==> src/rtcal_pkg.sv <==
/*
 Package for the alarm compare and tick trim block: register map, fields, reset values and timing.
 Assumes a 200 MHz system clock and a 32.768 kHz tick pin sampled into that domain.
*/
package rtcal_pkg;

	// ==========================================
	// Register byte addresses (index times four)
	localparam logic [7:0] RTCAL_IDX_ALM_SM    = 8'h14;
	localparam logic [7:0] RTCAL_IDX_ALM_HW    = 8'h15;
	localparam logic [7:0] RTCAL_IDX_ALM_MD    = 8'h16;
	localparam logic [7:0] RTCAL_IDX_TCTRL     = 8'h17;
	localparam logic [7:0] RTCAL_IDX_TRIM      = 8'h18;
	localparam logic [7:0] RTCAL_IDX_STATUS    = 8'h19;
	localparam logic [7:0] RTCAL_ADDR_ALM_SM   = 8'h50;
	localparam logic [7:0] RTCAL_ADDR_ALM_HW   = 8'h54;
	localparam logic [7:0] RTCAL_ADDR_ALM_MD   = 8'h58;
	localparam logic [7:0] RTCAL_ADDR_TCTRL    = 8'h5C;
	localparam logic [7:0] RTCAL_ADDR_TRIM     = 8'h60;
	localparam logic [7:0] RTCAL_ADDR_STATUS   = 8'h64;

	// ==========================================
	// Control and status register bit positions
	localparam int RTCAL_BIT_BCD       = 15;
	localparam int RTCAL_BIT_12HR      = 14;
	localparam int RTCAL_BIT_TICK_ENA  = 11;
	localparam int RTCAL_BIT_ALM_STOP  = 9;
	localparam int RTCAL_BIT_ALM_STS   = 8;
	localparam int RTCAL_BIT_TICK_STS  = 0;
	localparam int RTCAL_BIT_ALM_FLAG  = 1;

	// ==========================================
	// Reset values
	localparam logic [15:0] RTCAL_RST_ALARM = 16'h0000;
	localparam logic [9:0]  RTCAL_RST_TRIM  = 10'h000;
	localparam logic        RTCAL_RST_TENA  = 1'b1;

	// ==========================================
	// Tick timing: 32768 crystal cycles per second, trim in 1/64 Hz
	localparam logic [14:0] RTCAL_TICK_NOM    = 15'h7FFF;
	localparam int          RTCAL_TRIM_FRAC   = 6;

	// ==========================================
	// Current time from the counters
	typedef struct packed {
		logic [6:0] seconds;
		logic [6:0] minutes;
		logic [4:0] hours;
		logic       pm;
		logic [3:0] weekday;
		logic [5:0] monthday;
		logic [4:0] month;
	} rtcal_time_t;

	// Alarm fields
	typedef struct packed {
		logic [6:0] alarm_seconds_field;
		logic [6:0] alarm_minutes_field;
		logic [4:0] alarm_hours_field;
		logic       alarm_pm_flag;
		logic [3:0] alarm_weekday_field;
		logic [4:0] alarm_month_field;
		logic [5:0] alarm_monthday_field;
	} rtcal_alarm_t;

	typedef enum logic [1:0] {RTCAL_TK_RUN, RTCAL_TK_DRAIN, RTCAL_TK_HELD} rtcal_tick_st_t;

endpackage

==> src/rtcal_top.sv <==
/*
 Alarm compare and one-second tick trim control with an AXI4-Lite register slave.
 Assumes the time counters live outside, present the current time and pulse an update strobe.
*/
// Summary of operation
// RULE_01 - Alarm seconds in first register bits 6:0
// RULE_02 - Alarm minutes in first register bits 14:8
// RULE_03 - Alarm hours in second register bits 4:0
// RULE_04 - PM flag bit 5 compared in 12-hour; the code skips it when the alarm hours field is all ones
// RULE_05 - Software sets PM flag per wildcard hours
// RULE_06 - Alarm weekday in second register bits 11:8
// RULE_07 - Alarm month in third register bits 12:8
// RULE_08 - Alarm date in third register bits 5:0
// RULE_09 - All-ones field matches any value
// RULE_10 - Alarm active while remaining fields match
// RULE_11 - Control bit 9 requests alarm stop
// RULE_12 - Control bit 8 reports alarm actually stopped
// RULE_13 - Software stops, polls, writes, then releases
// RULE_14 - Software stops alarm before reprogramming fields
// RULE_15 - Trim corrects crystal error up to 8Hz
// RULE_16 - Tick disable stops generator, then status set
// RULE_17 - Software disables tick, polls, trims, enables
// RULE_18 - Full match raises alarm event flag
// RULE_19 - Control bit 14 selects 12-hour mode
// RULE_20 - Control bit 15 selects BCD coding
// RULE_21 - Compare after updates, suppressed when stopped
module rtcal_top
	import rtcal_pkg::*;
(
	// Clock and reset
	input  wire logic                   CLOCK,
	input  wire logic                   RST_B,
	// AXI4-Lite slave
	input  wire logic [7:0]             S_AXI_AWADDR,
	input  wire logic                   S_AXI_AWVALID,
	output logic                        S_AXI_AWREADY,
	input  wire logic [31:0]            S_AXI_WDATA,
	input  wire logic [3:0]             S_AXI_WSTRB,
	input  wire logic                   S_AXI_WVALID,
	output logic                        S_AXI_WREADY,
	output logic [1:0]                  S_AXI_BRESP,
	output logic                        S_AXI_BVALID,
	input  wire logic                   S_AXI_BREADY,
	input  wire logic [7:0]             S_AXI_ARADDR,
	input  wire logic                   S_AXI_ARVALID,
	output logic                        S_AXI_ARREADY,
	output logic [31:0]                 S_AXI_RDATA,
	output logic [1:0]                  S_AXI_RRESP,
	output logic                        S_AXI_RVALID,
	input  wire logic                   S_AXI_RREADY,
	// Time counters
	input  wire rtcal_pkg::rtcal_time_t TIME_NOW,
	input  wire logic                   TIME_UPDATE,
	// Crystal clock pin
	input  wire logic                   XTAL_32K,
	// Results
	output logic                        SECOND_TICK,
	output logic                        ALARM_ACTIVE,
	output logic                        ALARM_EVENT,
	output logic                        BCD_MODE,
	output logic                        TWELVE_HOUR
);
	import rtcal_pkg::*;

	// ==========================================
	// Registers
	rtcal_alarm_t   alarm_q;
	logic [15:0]    tctrl_q;
	logic [9:0]     trim_q;
	logic           alarm_stop_request_q;
	logic           alarm_stopped_status_q;
	logic           tick_generator_enable_q;
	logic           tick_request_status_q;
	logic           alarm_event_flag_q;
	logic           alarm_match_q;
	logic           aw_hold_q;
	logic           w_hold_q;
	logic [7:0]     awaddr_q;
	logic [31:0]    wdata_q;
	logic [3:0]     wstrb_q;

	// ==========================================
	// Write channel: address and data taken in either order
	wire aw_take = S_AXI_AWVALID && S_AXI_AWREADY;
	wire w_take  = S_AXI_WVALID && S_AXI_WREADY;
	wire wr_go   = aw_hold_q && w_hold_q && !S_AXI_BVALID;
	wire [15:0] wr_lo = {wstrb_q[1] ? wdata_q[15:8] : 8'h00, wstrb_q[0] ? wdata_q[7:0] : 8'h00};
	wire [15:0] wr_mask = {{8{wstrb_q[1]}}, {8{wstrb_q[0]}}};
	wire sel_sm   = awaddr_q == RTCAL_ADDR_ALM_SM;
	wire sel_hw   = awaddr_q == RTCAL_ADDR_ALM_HW;
	wire sel_md   = awaddr_q == RTCAL_ADDR_ALM_MD;
	wire sel_tc   = awaddr_q == RTCAL_ADDR_TCTRL;
	wire sel_tr   = awaddr_q == RTCAL_ADDR_TRIM;
	wire sel_st   = awaddr_q == RTCAL_ADDR_STATUS;
	wire wr_hit   = sel_sm || sel_hw || sel_md || sel_tc || sel_tr || sel_st;

	wire [15:0] cur_sm = {1'b0, alarm_q.alarm_minutes_field, 1'b0, alarm_q.alarm_seconds_field};
	wire [15:0] cur_hw = {4'h0, alarm_q.alarm_weekday_field, 2'b00, alarm_q.alarm_pm_flag,
		alarm_q.alarm_hours_field};
	wire [15:0] cur_md = {3'b000, alarm_q.alarm_month_field, 2'b00, alarm_q.alarm_monthday_field};
	wire [15:0] new_sm = (cur_sm & ~wr_mask) | (wr_lo & wr_mask);
	wire [15:0] new_hw = (cur_hw & ~wr_mask) | (wr_lo & wr_mask);
	wire [15:0] new_md = (cur_md & ~wr_mask) | (wr_lo & wr_mask);
	wire [15:0] new_tc = (tctrl_q & ~wr_mask) | (wr_lo & wr_mask);
	wire [15:0] new_tr = ({6'h00, trim_q} & ~wr_mask) | (wr_lo & wr_mask);

	always_ff @(posedge CLOCK) begin
		if (!RST_B) begin
			aw_hold_q    <= 1'b0;
			w_hold_q     <= 1'b0;
			awaddr_q     <= 8'h00;
			wdata_q      <= 32'h0000_0000;
			wstrb_q      <= 4'h0;
			S_AXI_BVALID  <= 1'b0;
			S_AXI_BRESP   <= 2'b00;
			S_AXI_AWREADY <= 1'b1;
			S_AXI_WREADY  <= 1'b1;
		end else begin
			// Readies mirror !hold && !bvalid, kept in flops
			if (aw_take) begin
				aw_hold_q     <= 1'b1;
				awaddr_q      <= S_AXI_AWADDR;
				S_AXI_AWREADY <= 1'b0;
			end
			if (w_take) begin
				S_AXI_WREADY <= 1'b0;
				w_hold_q <= 1'b1;
				wdata_q  <= S_AXI_WDATA;
				wstrb_q  <= S_AXI_WSTRB;
			end
			if (wr_go) begin
				aw_hold_q    <= 1'b0;
				w_hold_q     <= 1'b0;
				S_AXI_BVALID <= 1'b1;
				S_AXI_BRESP  <= wr_hit ? 2'b00 : 2'b10;
			end else if (S_AXI_BVALID && S_AXI_BREADY) begin
				S_AXI_BVALID  <= 1'b0;
				S_AXI_AWREADY <= 1'b1;
				S_AXI_WREADY  <= 1'b1;
			end
		end
	end

	// ==========================================
	// Alarm and control registers
	wire flag_clr = wr_go && sel_st && wstrb_q[0] && wdata_q[RTCAL_BIT_ALM_FLAG];

	always_ff @(posedge CLOCK) begin
		if (!RST_B) begin
			alarm_q                 <= rtcal_alarm_t'(35'(RTCAL_RST_ALARM));
			tctrl_q                 <= 16'h0000;
			trim_q                  <= RTCAL_RST_TRIM;
			alarm_stop_request_q    <= 1'b0;
			tick_generator_enable_q <= RTCAL_RST_TENA;
		end else if (wr_go) begin
			if (sel_sm) begin
				alarm_q.alarm_seconds_field <= new_sm[6:0]; // RULE_01
				alarm_q.alarm_minutes_field <= new_sm[14:8]; // RULE_02
			end
			if (sel_hw) begin
				alarm_q.alarm_hours_field   <= new_hw[4:0]; // RULE_03
				alarm_q.alarm_pm_flag       <= new_hw[5]; // RULE_04
				alarm_q.alarm_weekday_field <= new_hw[11:8]; // RULE_06
			end
			if (sel_md) begin
				alarm_q.alarm_month_field    <= new_md[12:8]; // RULE_07
				alarm_q.alarm_monthday_field <= new_md[5:0]; // RULE_08
			end
			if (sel_tc) begin
				tctrl_q                 <= new_tc & 16'hC000; // RULE_19 RULE_20
				alarm_stop_request_q    <= new_tc[RTCAL_BIT_ALM_STOP]; // RULE_11
				tick_generator_enable_q <= new_tc[RTCAL_BIT_TICK_ENA];
			end
			if (sel_tr && !tick_generator_enable_q && tick_request_status_q) begin
				trim_q <= new_tr[9:0];
			end
		end
	end

	// ==========================================
	// Alarm compare
	function automatic logic rtcal_fld(input logic [6:0] alm, input logic [6:0] now, input logic [6:0] ones);
		rtcal_fld = (alm == ones) || (alm == now); // RULE_09
	endfunction

	wire twelve_hour_select = tctrl_q[RTCAL_BIT_12HR];
	wire hrs_wild = alarm_q.alarm_hours_field == 5'h1F;
	wire pm_ok = !twelve_hour_select || hrs_wild || (alarm_q.alarm_pm_flag == TIME_NOW.pm); // RULE_04
	wire full_match =
		rtcal_fld(alarm_q.alarm_seconds_field, TIME_NOW.seconds, 7'h7F) &&
		rtcal_fld(alarm_q.alarm_minutes_field, TIME_NOW.minutes, 7'h7F) &&
		rtcal_fld({2'b00, alarm_q.alarm_hours_field}, {2'b00, TIME_NOW.hours}, 7'h1F) && pm_ok &&
		rtcal_fld({3'b000, alarm_q.alarm_weekday_field}, {3'b000, TIME_NOW.weekday}, 7'h0F) &&
		rtcal_fld({1'b0, alarm_q.alarm_monthday_field}, {1'b0, TIME_NOW.monthday}, 7'h3F) &&
		rtcal_fld({2'b00, alarm_q.alarm_month_field}, {2'b00, TIME_NOW.month}, 7'h1F);

	always_ff @(posedge CLOCK) begin
		if (!RST_B) begin
			alarm_stopped_status_q <= 1'b0;
			alarm_match_q          <= 1'b0;
			alarm_event_flag_q     <= 1'b0;
		end else begin
			// Stop takes effect only once no compare is in flight
			if (!TIME_UPDATE) begin
				alarm_stopped_status_q <= alarm_stop_request_q; // RULE_12
			end
			if (alarm_stopped_status_q) begin
				alarm_match_q <= 1'b0; // RULE_21
			end else if (TIME_UPDATE) begin
				alarm_match_q <= full_match; // RULE_10 RULE_21
			end
			if (TIME_UPDATE && !alarm_stopped_status_q && full_match && !alarm_match_q) begin
				alarm_event_flag_q <= 1'b1; // RULE_18
			end else if (flag_clr) begin
				alarm_event_flag_q <= 1'b0;
			end
		end
	end

	// ==========================================
	// One-second tick generator with trim
	logic [2:0]      xtal_sync_q;
	logic [15:0]     tick_cnt_q;
	logic [16:0]     frac_acc_q;
	logic            second_tick_q;
	rtcal_tick_st_t  tick_st_q;

	wire xtal_rise = xtal_sync_q[1] && !xtal_sync_q[2];
	// Accumulated trim in 1/64 Hz over one second gives whole crystal cycles to add
	wire signed [16:0] acc_next = $signed(frac_acc_q) + $signed({{7{trim_q[9]}}, trim_q});
	wire signed [10:0] extra = 11'(acc_next >>> RTCAL_TRIM_FRAC);
	wire [15:0] target = 16'({1'b0, RTCAL_TICK_NOM}) + 16'({{5{extra[10]}}, extra}); // RULE_15
	// Counter one bit wider than nominal so a trimmed-up second still ends
	wire sec_done = xtal_rise && (tick_cnt_q >= target);

	always_ff @(posedge CLOCK) begin
		if (!RST_B) begin
			xtal_sync_q           <= 3'b000;
			tick_cnt_q            <= 16'h0000;
			frac_acc_q            <= 17'h00000;
			second_tick_q         <= 1'b0;
			tick_st_q             <= RTCAL_TK_RUN;
			tick_request_status_q <= 1'b0;
		end else begin
			xtal_sync_q   <= {xtal_sync_q[1:0], XTAL_32K};
			second_tick_q <= 1'b0;
			unique case (tick_st_q)
				RTCAL_TK_RUN: begin
					if (!tick_generator_enable_q) begin
						tick_st_q <= RTCAL_TK_DRAIN; // RULE_16
					end else if (sec_done) begin
						tick_cnt_q    <= 16'h0000;
						frac_acc_q    <= 17'(acc_next - ($signed(extra) <<< RTCAL_TRIM_FRAC));
						second_tick_q <= 1'b1;
					end else if (xtal_rise) begin
						tick_cnt_q <= tick_cnt_q + 16'h0001;
					end
				end
				RTCAL_TK_DRAIN: begin
					tick_st_q             <= RTCAL_TK_HELD;
					tick_request_status_q <= 1'b1; // RULE_16
				end
				RTCAL_TK_HELD: begin
					if (tick_generator_enable_q) begin
						tick_st_q             <= RTCAL_TK_RUN;
						tick_request_status_q <= 1'b0;
						tick_cnt_q            <= 16'h0000;
						frac_acc_q            <= 17'h00000;
					end
				end
			endcase
		end
	end

	// ==========================================
	// Read channel
	logic [31:0] rd_mux;
	wire [15:0] rd_tc = tctrl_q | (16'(tick_generator_enable_q) << RTCAL_BIT_TICK_ENA) |
		(16'(alarm_stop_request_q) << RTCAL_BIT_ALM_STOP) |
		(16'(alarm_stopped_status_q) << RTCAL_BIT_ALM_STS);
	wire [15:0] rd_st = {14'h0000, alarm_event_flag_q, tick_request_status_q};
	wire        rd_hit = S_AXI_ARADDR inside {RTCAL_ADDR_ALM_SM, RTCAL_ADDR_ALM_HW, RTCAL_ADDR_ALM_MD,
		RTCAL_ADDR_TCTRL, RTCAL_ADDR_TRIM, RTCAL_ADDR_STATUS};

	always_comb begin
		rd_mux = 32'h0000_0000;
		unique case (S_AXI_ARADDR)
			RTCAL_ADDR_ALM_SM: rd_mux = {16'h0000, cur_sm};
			RTCAL_ADDR_ALM_HW: rd_mux = {16'h0000, cur_hw};
			RTCAL_ADDR_ALM_MD: rd_mux = {16'h0000, cur_md};
			RTCAL_ADDR_TCTRL:  rd_mux = {16'h0000, rd_tc};
			RTCAL_ADDR_TRIM:   rd_mux = {22'h000000, trim_q};
			RTCAL_ADDR_STATUS: rd_mux = {16'h0000, rd_st};
			default:           rd_mux = 32'h0000_0000;
		endcase
	end

	always_ff @(posedge CLOCK) begin
		if (!RST_B) begin
			S_AXI_RVALID  <= 1'b0;
			S_AXI_RDATA   <= 32'h0000_0000;
			S_AXI_RRESP   <= 2'b00;
			S_AXI_ARREADY <= 1'b1;
		end else if (S_AXI_ARVALID && S_AXI_ARREADY) begin
			S_AXI_ARREADY <= 1'b0;
			S_AXI_RVALID <= 1'b1;
			S_AXI_RDATA  <= rd_mux;
			S_AXI_RRESP  <= rd_hit ? 2'b00 : 2'b10;
		end else if (S_AXI_RVALID && S_AXI_RREADY) begin
			S_AXI_RVALID  <= 1'b0;
			S_AXI_ARREADY <= 1'b1;
		end
	end

	// ==========================================
	// Outputs
	always_ff @(posedge CLOCK) begin
		if (!RST_B) begin
			SECOND_TICK  <= 1'b0;
			ALARM_ACTIVE <= 1'b0;
			ALARM_EVENT  <= 1'b0;
			BCD_MODE     <= 1'b0;
			TWELVE_HOUR  <= 1'b0;
		end else begin
			SECOND_TICK  <= second_tick_q;
			ALARM_ACTIVE <= alarm_match_q;
			ALARM_EVENT  <= alarm_event_flag_q;
			BCD_MODE     <= tctrl_q[RTCAL_BIT_BCD];
			TWELVE_HOUR  <= twelve_hour_select;
		end
	end

endmodule // rtcal_top

==> config.mk <==
export PLATFORM = sky130hd
export DESIGN_NAME = rtcal_top
export DESIGN_NICKNAME = d
export VERILOG_FILES = /design/src/rtcal_pkg.sv /design/src/rtcal_top.sv
export SDC_FILE = /design/constraint.sdc
export NUM_CORES = 1
export LEC_CHECK = 0
export BUFFER_PORTS_ARGS = -buffer_cell sky130_fd_sc_hd__buf_4
export CAP_MARGIN = 15
export CORE_UTILIZATION = 57
export CTS_BUF_LIST = sky130_fd_sc_hd__clkbuf_4 sky130_fd_sc_hd__clkbuf_8
export CTS_CLUSTER_SIZE = 40
export DETAILED_ROUTE_END_ITERATION = 8
export PLACE_DENSITY_LB_ADDON = 0.1
export REMOVE_ABC_BUFFERS = 1
export SLEW_MARGIN = 15
export SYNTH_ARGS = -nofsm -noshare
export SYNTH_HDL_FRONTEND = slang
export SYNTH_SLANG_ARGS = --single-unit
export TNS_END_PERCENT = 10
==> constraint.sdc <==
create_clock -name CLOCK -period 4.8 [get_ports CLOCK]
set_clock_uncertainty 0.1 [all_clocks]
set_input_delay 0 -clock CLOCK [delete_from_list [all_inputs] [get_ports CLOCK]]
set_output_delay 0 -clock CLOCK [all_outputs]
set_load 0.01 [all_outputs]
==> flow_summary_export.csv, run 1 <==
group,metric,value,unit
logic_synthesis,yosysWarnings,0,
logic_synthesis,ys_seq_elements,137,
timing,hold_ws,23.34,ps
drt,dr.pass1.iters,5,
logic_synthesis,yosysSeqAreaShare,38.75,%
cts,clockBufferDepth,2,
placement,pre_cts_ws,214.1,ps
status,status,"completed",
cts,cts_sinks,137,
drt,drt_iter0_markers,443,
timing,setup_viol,0,
grt,grt_pass1_wl,31740,um
cells_and_area,mostFrequentLayoutCells,"137 x dfxtp_1, 114 x buf_4, 111 x nand2_1",
logic_synthesis,syn_avg_cell_area,8.663,sq um
floorplan,die_area,12870,sq um
grt,grt_antenna_before_repair,0,
timing,setup_tns,0,ps
grt,grt_start_max_net_pins,52,
timing,hold_viol_final,0,
drt,via_per_inst,5.708,
logic_synthesis,ys_async_sr_fraction,0,%
timing,finalMaxSlewViolations,0,
setup_path,critPathLaunchType,"flip-flop",
floorplan,initial_core_util,58.68,%
timing,max_freq,0.2243,GHz
cells_and_area,final_common_cell,"dfxtp_1",
logic_synthesis,synth_cells,817,
cts,path_clk_slew,80,ps
timing,finalCritPeriodShare,92.86,%
placement,numPortBuffers,105,
floorplan,ios,142,
logic_synthesis,yosysTopAreaCell,"dfxtp_1",
cells_and_area,area_growth,27.13,%
cts,cts_tree,"done",
cells_and_area,diodes,0,
floorplan,die_width,113.4,um
timing,tightest_slew,1095,ps
cts,insertion_delay,460,ps
floorplan,row_count,40,
setup_path,worstPathRequired,5080,ps
logic_synthesis,synth_top_area_share,38.75,%
timing,layout_setup_ws,342.5,ps
timing,final.min_clock_period,4457,ps
setup_path,cp-end-kind,"flip-flop",
cells_and_area,final_nets,1102,
logic_synthesis,yosys.cell_types.count,71,
placement,hpwl,13510,um
timing,rsz0062_at_grt,"no",
logic_synthesis,synth_edf_count,0,
setup_path,path_max_fanout,7,
drt,drc_errors,0,
pwr,ir_worst_vdd,0.2663,mV
timing,relSlewSlack,26.85,%
drt,routedWlPerCell,16.91,um
floorplan,core,12060,sq um
cells_and_area,drive_gt1_share,17.46,%
grt,grt_pass1_vias,6660,
job,cap_violations,0,
drt,num_vias,6615,
setup_path,arrival,4740,ps
drt,wirelength,19600,um
cts,h-tree-depth,4,
logic_synthesis,synth_ff_type,"dfxtp_1",
placement,routabilityCongestion,0.8637,
cts,cts-root-buf,"clkbuf_8",
logic_synthesis,netlist_area,7078,sq um
setup_path,path_class,"reg -> reg",
grt,track_usage,31.70,%
grt,gr-total-overflow,0,
drt,final_antenna_net_count,0,
hold_path,min_path_type,"in -> reg",
floorplan,die_h,113.4,um
pwr,leakagePower,3.880,nW
cts,cts_made_buffers,17,
logic_synthesis,synthTopCellsByArea,"dfxtp_1 39%, mux2i_1 7.9%, nand2_1 5.9%",
pwr,power.density,271.4,nW/um^2
## flip-flops by register name, indices dropped and copies added (netlist names), 2 cells and up
signal	cells
xtal_sync_q	3
tctrl_q	2
tick_st_q	2
tick_cnt_q	16
wdata_q	16
awaddr_q	8
S_AXI_RDATA	16
alarm_q	35
wstrb_q	2
trim_q	10
frac_acc_q	6
## worst paths after layout
kind	start	depth (start not counted)	slack, ps	to
hold / removal	TIME_NOW[6]	6	20	alarm_event_flag_q$_SDFFE_PN0P_
setup / recovery	trim_q[4]$_SDFFE_PN0P_	19	340	frac_acc_q[5]$_SDFFE_PN0P_
hold reg to reg	second_tick_q$_SDFF_PN0_	1	340	SECOND_TICK$_SDFF_PN0_
setup reg to reg	trim_q[4]$_SDFFE_PN0P_	19	340	frac_acc_q[5]$_SDFFE_PN0P_
## timing repair
item                                    CTS  global route
setup buffers                             0             2
endpoints found under the hold margin    56             0
hold buffers                             61             0
endpoints found under the setup margin    0            23
resized for setup                         0             8
## layer usage
layer | vias up | track usage, % | routed length, um
li1 | 3193 | - | -
met1 | 3183 | 36.39 | 8102
met2 | 204 | 56.28 | 9907
met3 | 35 | 8.502 | 1151
met4 | 0 | 12.19 | 439
met5 | - | 0 | 0
## cells by family after synthesis
logic type	Yosys count	synth area share [%]
simple gates	329	23.07
compound gates	150	14.25
flops	137	38.75
buf+inv	68	4.932
mux	57	8.079
xor+xnor	47	5.816
fa+ha+maj	28	5.056
other cells	1	0.05298
## critical path: stages (launching register included)
cell       delay, ps
dfxtp_1          360
ha_1             390
and3_1           200
a221o_1          380
nor2_1           170
nor2b_1           60
o21ai_0          210
xor2_1           180
ha_2             240
nand2b_2         120
nand4bb_4        290
o311a_1          180
ha_1             290
nand2_1           70
nor2_1            40
a211oi_1         320
o2111ai_1        170
o211ai_1         150
buf_4            220
mux2i_1          220
## power by group
group	internal, W	switching (W)
sequential	0.00116	0.0000307
clock	0.000508	0.000474
combinational	0.000129	0.000136
total	0.00180	0.000641
## area by class of cell
| type | instances | area, sq um |
|---|---|---|
| clock buffer | 20 | 275.3 |
| clock inverter | 12 | 137.6 |
| fill | 873 | 3063 |
| inverter | 18 | 81.33 |
| multi-input combinational | 629 | 4085 |
| sequential | 137 | 2743 |
| tap | 168 | 210.2 |
| timing repair buffer | 175 | 1466 |
## Yosys cell counts, types with 4 or more instances
cell type / n
o311a_1: 6
a21oi_1: 50
a22oi_1: 10
o21ai_0: 25
ha_1: 27
o211ai_1: 4
buf_4: 19
nand2b_1: 6
nor2_1: 84
a221oi_1: 4
o21a_1: 4
and3_1: 10
a211oi_1: 6
nor3_1: 15
xor2_1: 30
o2111ai_1: 5
mux2i_1: 56
nor2b_1: 7
and2_1: 11
clkbuf_1: 27
nand4_1: 16
xnor2_1: 17
nand2_1: 111
o22ai_1: 4
nand3_1: 33
inv_1: 17
dfxtp_1: 137
a22o_1: 9
## through the flow
step | instance area [sq um] | instances | util, % | total power (W)
final | 8999 | 1159 | 74.61 | 0.002442
after global routing | 8999 | 1159 | 74.61 | 0.002535
after CTS | 8949 | 1157 | 74.19 | 0.002436
after detailed placement | 7925 | 1064 | 65.71 | 0.001438
after global placement | 7925 | 1064 | 65.71 | 0.001430
after floorplan | 6874 | 784 | - | 0.001325
(Power assumes the default switching activity.)
==> run 2: changes to the inputs <==
Settings changed: CORE_UTILIZATION 57 to 45.
==> flow_summary_export.csv, run 2 (synthesis gave the netlist of run 1 again) <==
group,metric,value,unit
status,status,"completed",
placement,routabilityCongestion,0.8017,
cells_and_area,final_area,9009,sq um
grt,grt_pass1_wl,31020,um
cells_and_area,area_growth,27.28,%
grt,track_usage,24.36,%
placement,hpwl,13740,um
cts,cts_sinks,137,
grt,grt_start_max_net_pins,73,
grt,gr-total-overflow,0,
pwr,p_switching,0.0006792,W
cts,cts_tree,"done",
setup_path,arrival,4740,ps
setup_path,cp-end-kind,"flip-flop",
cts,cts-root-buf,"clkbuf_8",
floorplan,die_area,16230,sq um
timing,max_freq,0.2226,GHz
timing,final.min_clock_period,4493,ps
pwr,leakagePower,3.859,nW
pwr,power.density,260.8,nW/um^2
cells_and_area,stdcell_count,1203,
hold_path,holdPathStages,4,
pwr,ir_worst_vdd,0.2176,mV
job,cap_violations,0,
timing,hold_viol_final,0,
drt,via_per_inst,5.354,
grt,grt_pass1_vias,6353,
setup_path,path_class,"reg -> reg",
setup_path,ff2ff_path_depth,19,
timing,finalCritPeriodShare,93.61,%
timing,finalMaxSlewViolations,0,
grt,grt_antenna_before_repair,0,
cts,cts_made_buffers,17,
setup_path,critPathLaunchType,"flip-flop",
cells_and_area,final_nets,1103,
cts,h-tree-depth,4,
cells_and_area,final_common_cell,"dfxtp_1",
placement,numPortBuffers,105,
pwr,intPower,0.001670,W
pwr,seq_power_share,50.8,%
cells_and_area,fillers,1372,
floorplan,row_count,45,
timing,relSlewSlack,27.69,%
drt,final_antenna_net_count,0,
timing,layout_setup_ws,306.7,ps
cells_and_area,drive_gt1_share,17.24,%
placement,dpl_cell_area,7979,sq um
hold_path,min_path_type,"in -> reg",
cells_and_area,mostFrequentLayoutCells,"137 x dfxtp_1, 114 x buf_4, 111 x nand2_1",
floorplan,die_h,127.4,um
setup_path,path_max_fanout,12,
floorplan,initial_core_util,46.39,%
pwr,clock_power_share,38.1,%
drt,num_vias,6441,
cells_and_area,regMostFlops,"alarm_q",
timing,setup_viol,0,
setup_path,worstPathRequired,5050,ps
pwr,p_comb_share,11.1,%
cells_and_area,largest_register_ffs,35,
drt,routedWlPerCell,15.89,um
cts,path_clk_slew,80,ps
floorplan,core,15260,sq um
cts,insertion_delay,460,ps
placement,dp_cells,1107,
cells_and_area,diodes,0,
drt,drt_iter0_markers,425,
placement,pre_cts_ws,237.9,ps
drt,drc_errors,0,
cts,clockBufferDepth,2,
pwr,p_sw_share,28.91,%
drt,dr.pass1.iters,5,
floorplan,ios,142,
drt,wirelength,19120,um
timing,tightest_slew,1082,ps
floorplan,die_width,127.4,um
==> run 2: timing repair <==
item | CTS | global route
hold buffers | 62 | 0
setup buffers | 0 | 1
resized for setup | 0 | 4
endpoints found under the hold margin | 55 | 0
endpoints found under the setup margin | 0 | 23
==> run 2: power by group through the flow <==
stage	Clock, W	Sequential [W]	Combinational [W]
floorplan	0	0.00121	0.000113
detailed placement	0	0.00122	0.000219
global placement	0	0.00122	0.000211
global route	0.000965	0.00120	0.000287
finish	0.000895	0.00119	0.000261
CTS	0.000910	0.00119	0.000256
==> run 2: critical path, stage by stage (launching register included) <==
cell and delay, ps:
dfxtp_1 340, ha_1 220, inv_1 70, fa_1 180, nor2b_1 70, o21a_1 210
o31a_1 340, nor2_1 230, xor2_1 260, ha_2 260, nand2b_1 170, nand4bb_4 320
o311a_1 180, ha_1 300, nand4_1 110, or2_2 320, o211a_1 220, buf_4 180
o2111ai_1 190, o211ai_1 110
==> run 2: through the flow <==
stage               power, W  setup TNS, ps  hold slack [ps]  utilization [%]
CTS                 0.002359              0            10.59            58.80
detailed placement  0.001438              0            112.0            52.29
finish              0.002349              0            39.85            59.04
floorplan           0.001325              0           -28.17                -
global placement    0.001429              0            102.1            52.29
global route        0.002450         -1.041            38.24            59.04
==> run 2: path summary, 6_finish.rpt <==
check / from / endpoint / slack [ps]
worst max-delay path: trim_q[0]$_SDFFE_PN0P_ / tick_cnt_q[6]$_SDFFE_PN0P_ / 310
worst min-delay path: S_AXI_ARVALID / S_AXI_RRESP[1]$_SDFFE_PN0P_ / 40
worst min register to register: alarm_match_q$_SDFFE_PP0P_ / alarm_event_flag_q$_SDFFE_PN0P_ / 340
worst max register to register: trim_q[0]$_SDFFE_PN0P_ / tick_cnt_q[6]$_SDFFE_PN0P_ / 310
==> run 2: layer usage <==
layer,global-route usage [%],share of wire (%)
met1,28.15,43
met2,43.88,51
met3,4.606,4.1
met5,0,0
met4,10.22,2.4
==> run 2: layout make-up <==
class / count / area (sq um) / share of cell area, %
Sequential cell: 137 / 2743 / 30.44
Clock inverter: 15 / 138.9 / 1.542
Multi-Input combinational cell: 629 / 4071 / 45.19
Inverter: 18 / 81.33 / 0.9028
Clock buffer: 17 / 234.0 / 2.597
Timing Repair Buffer: 176 / 1476 / 16.39
Tap cell: 211 / 264.0 / 2.931
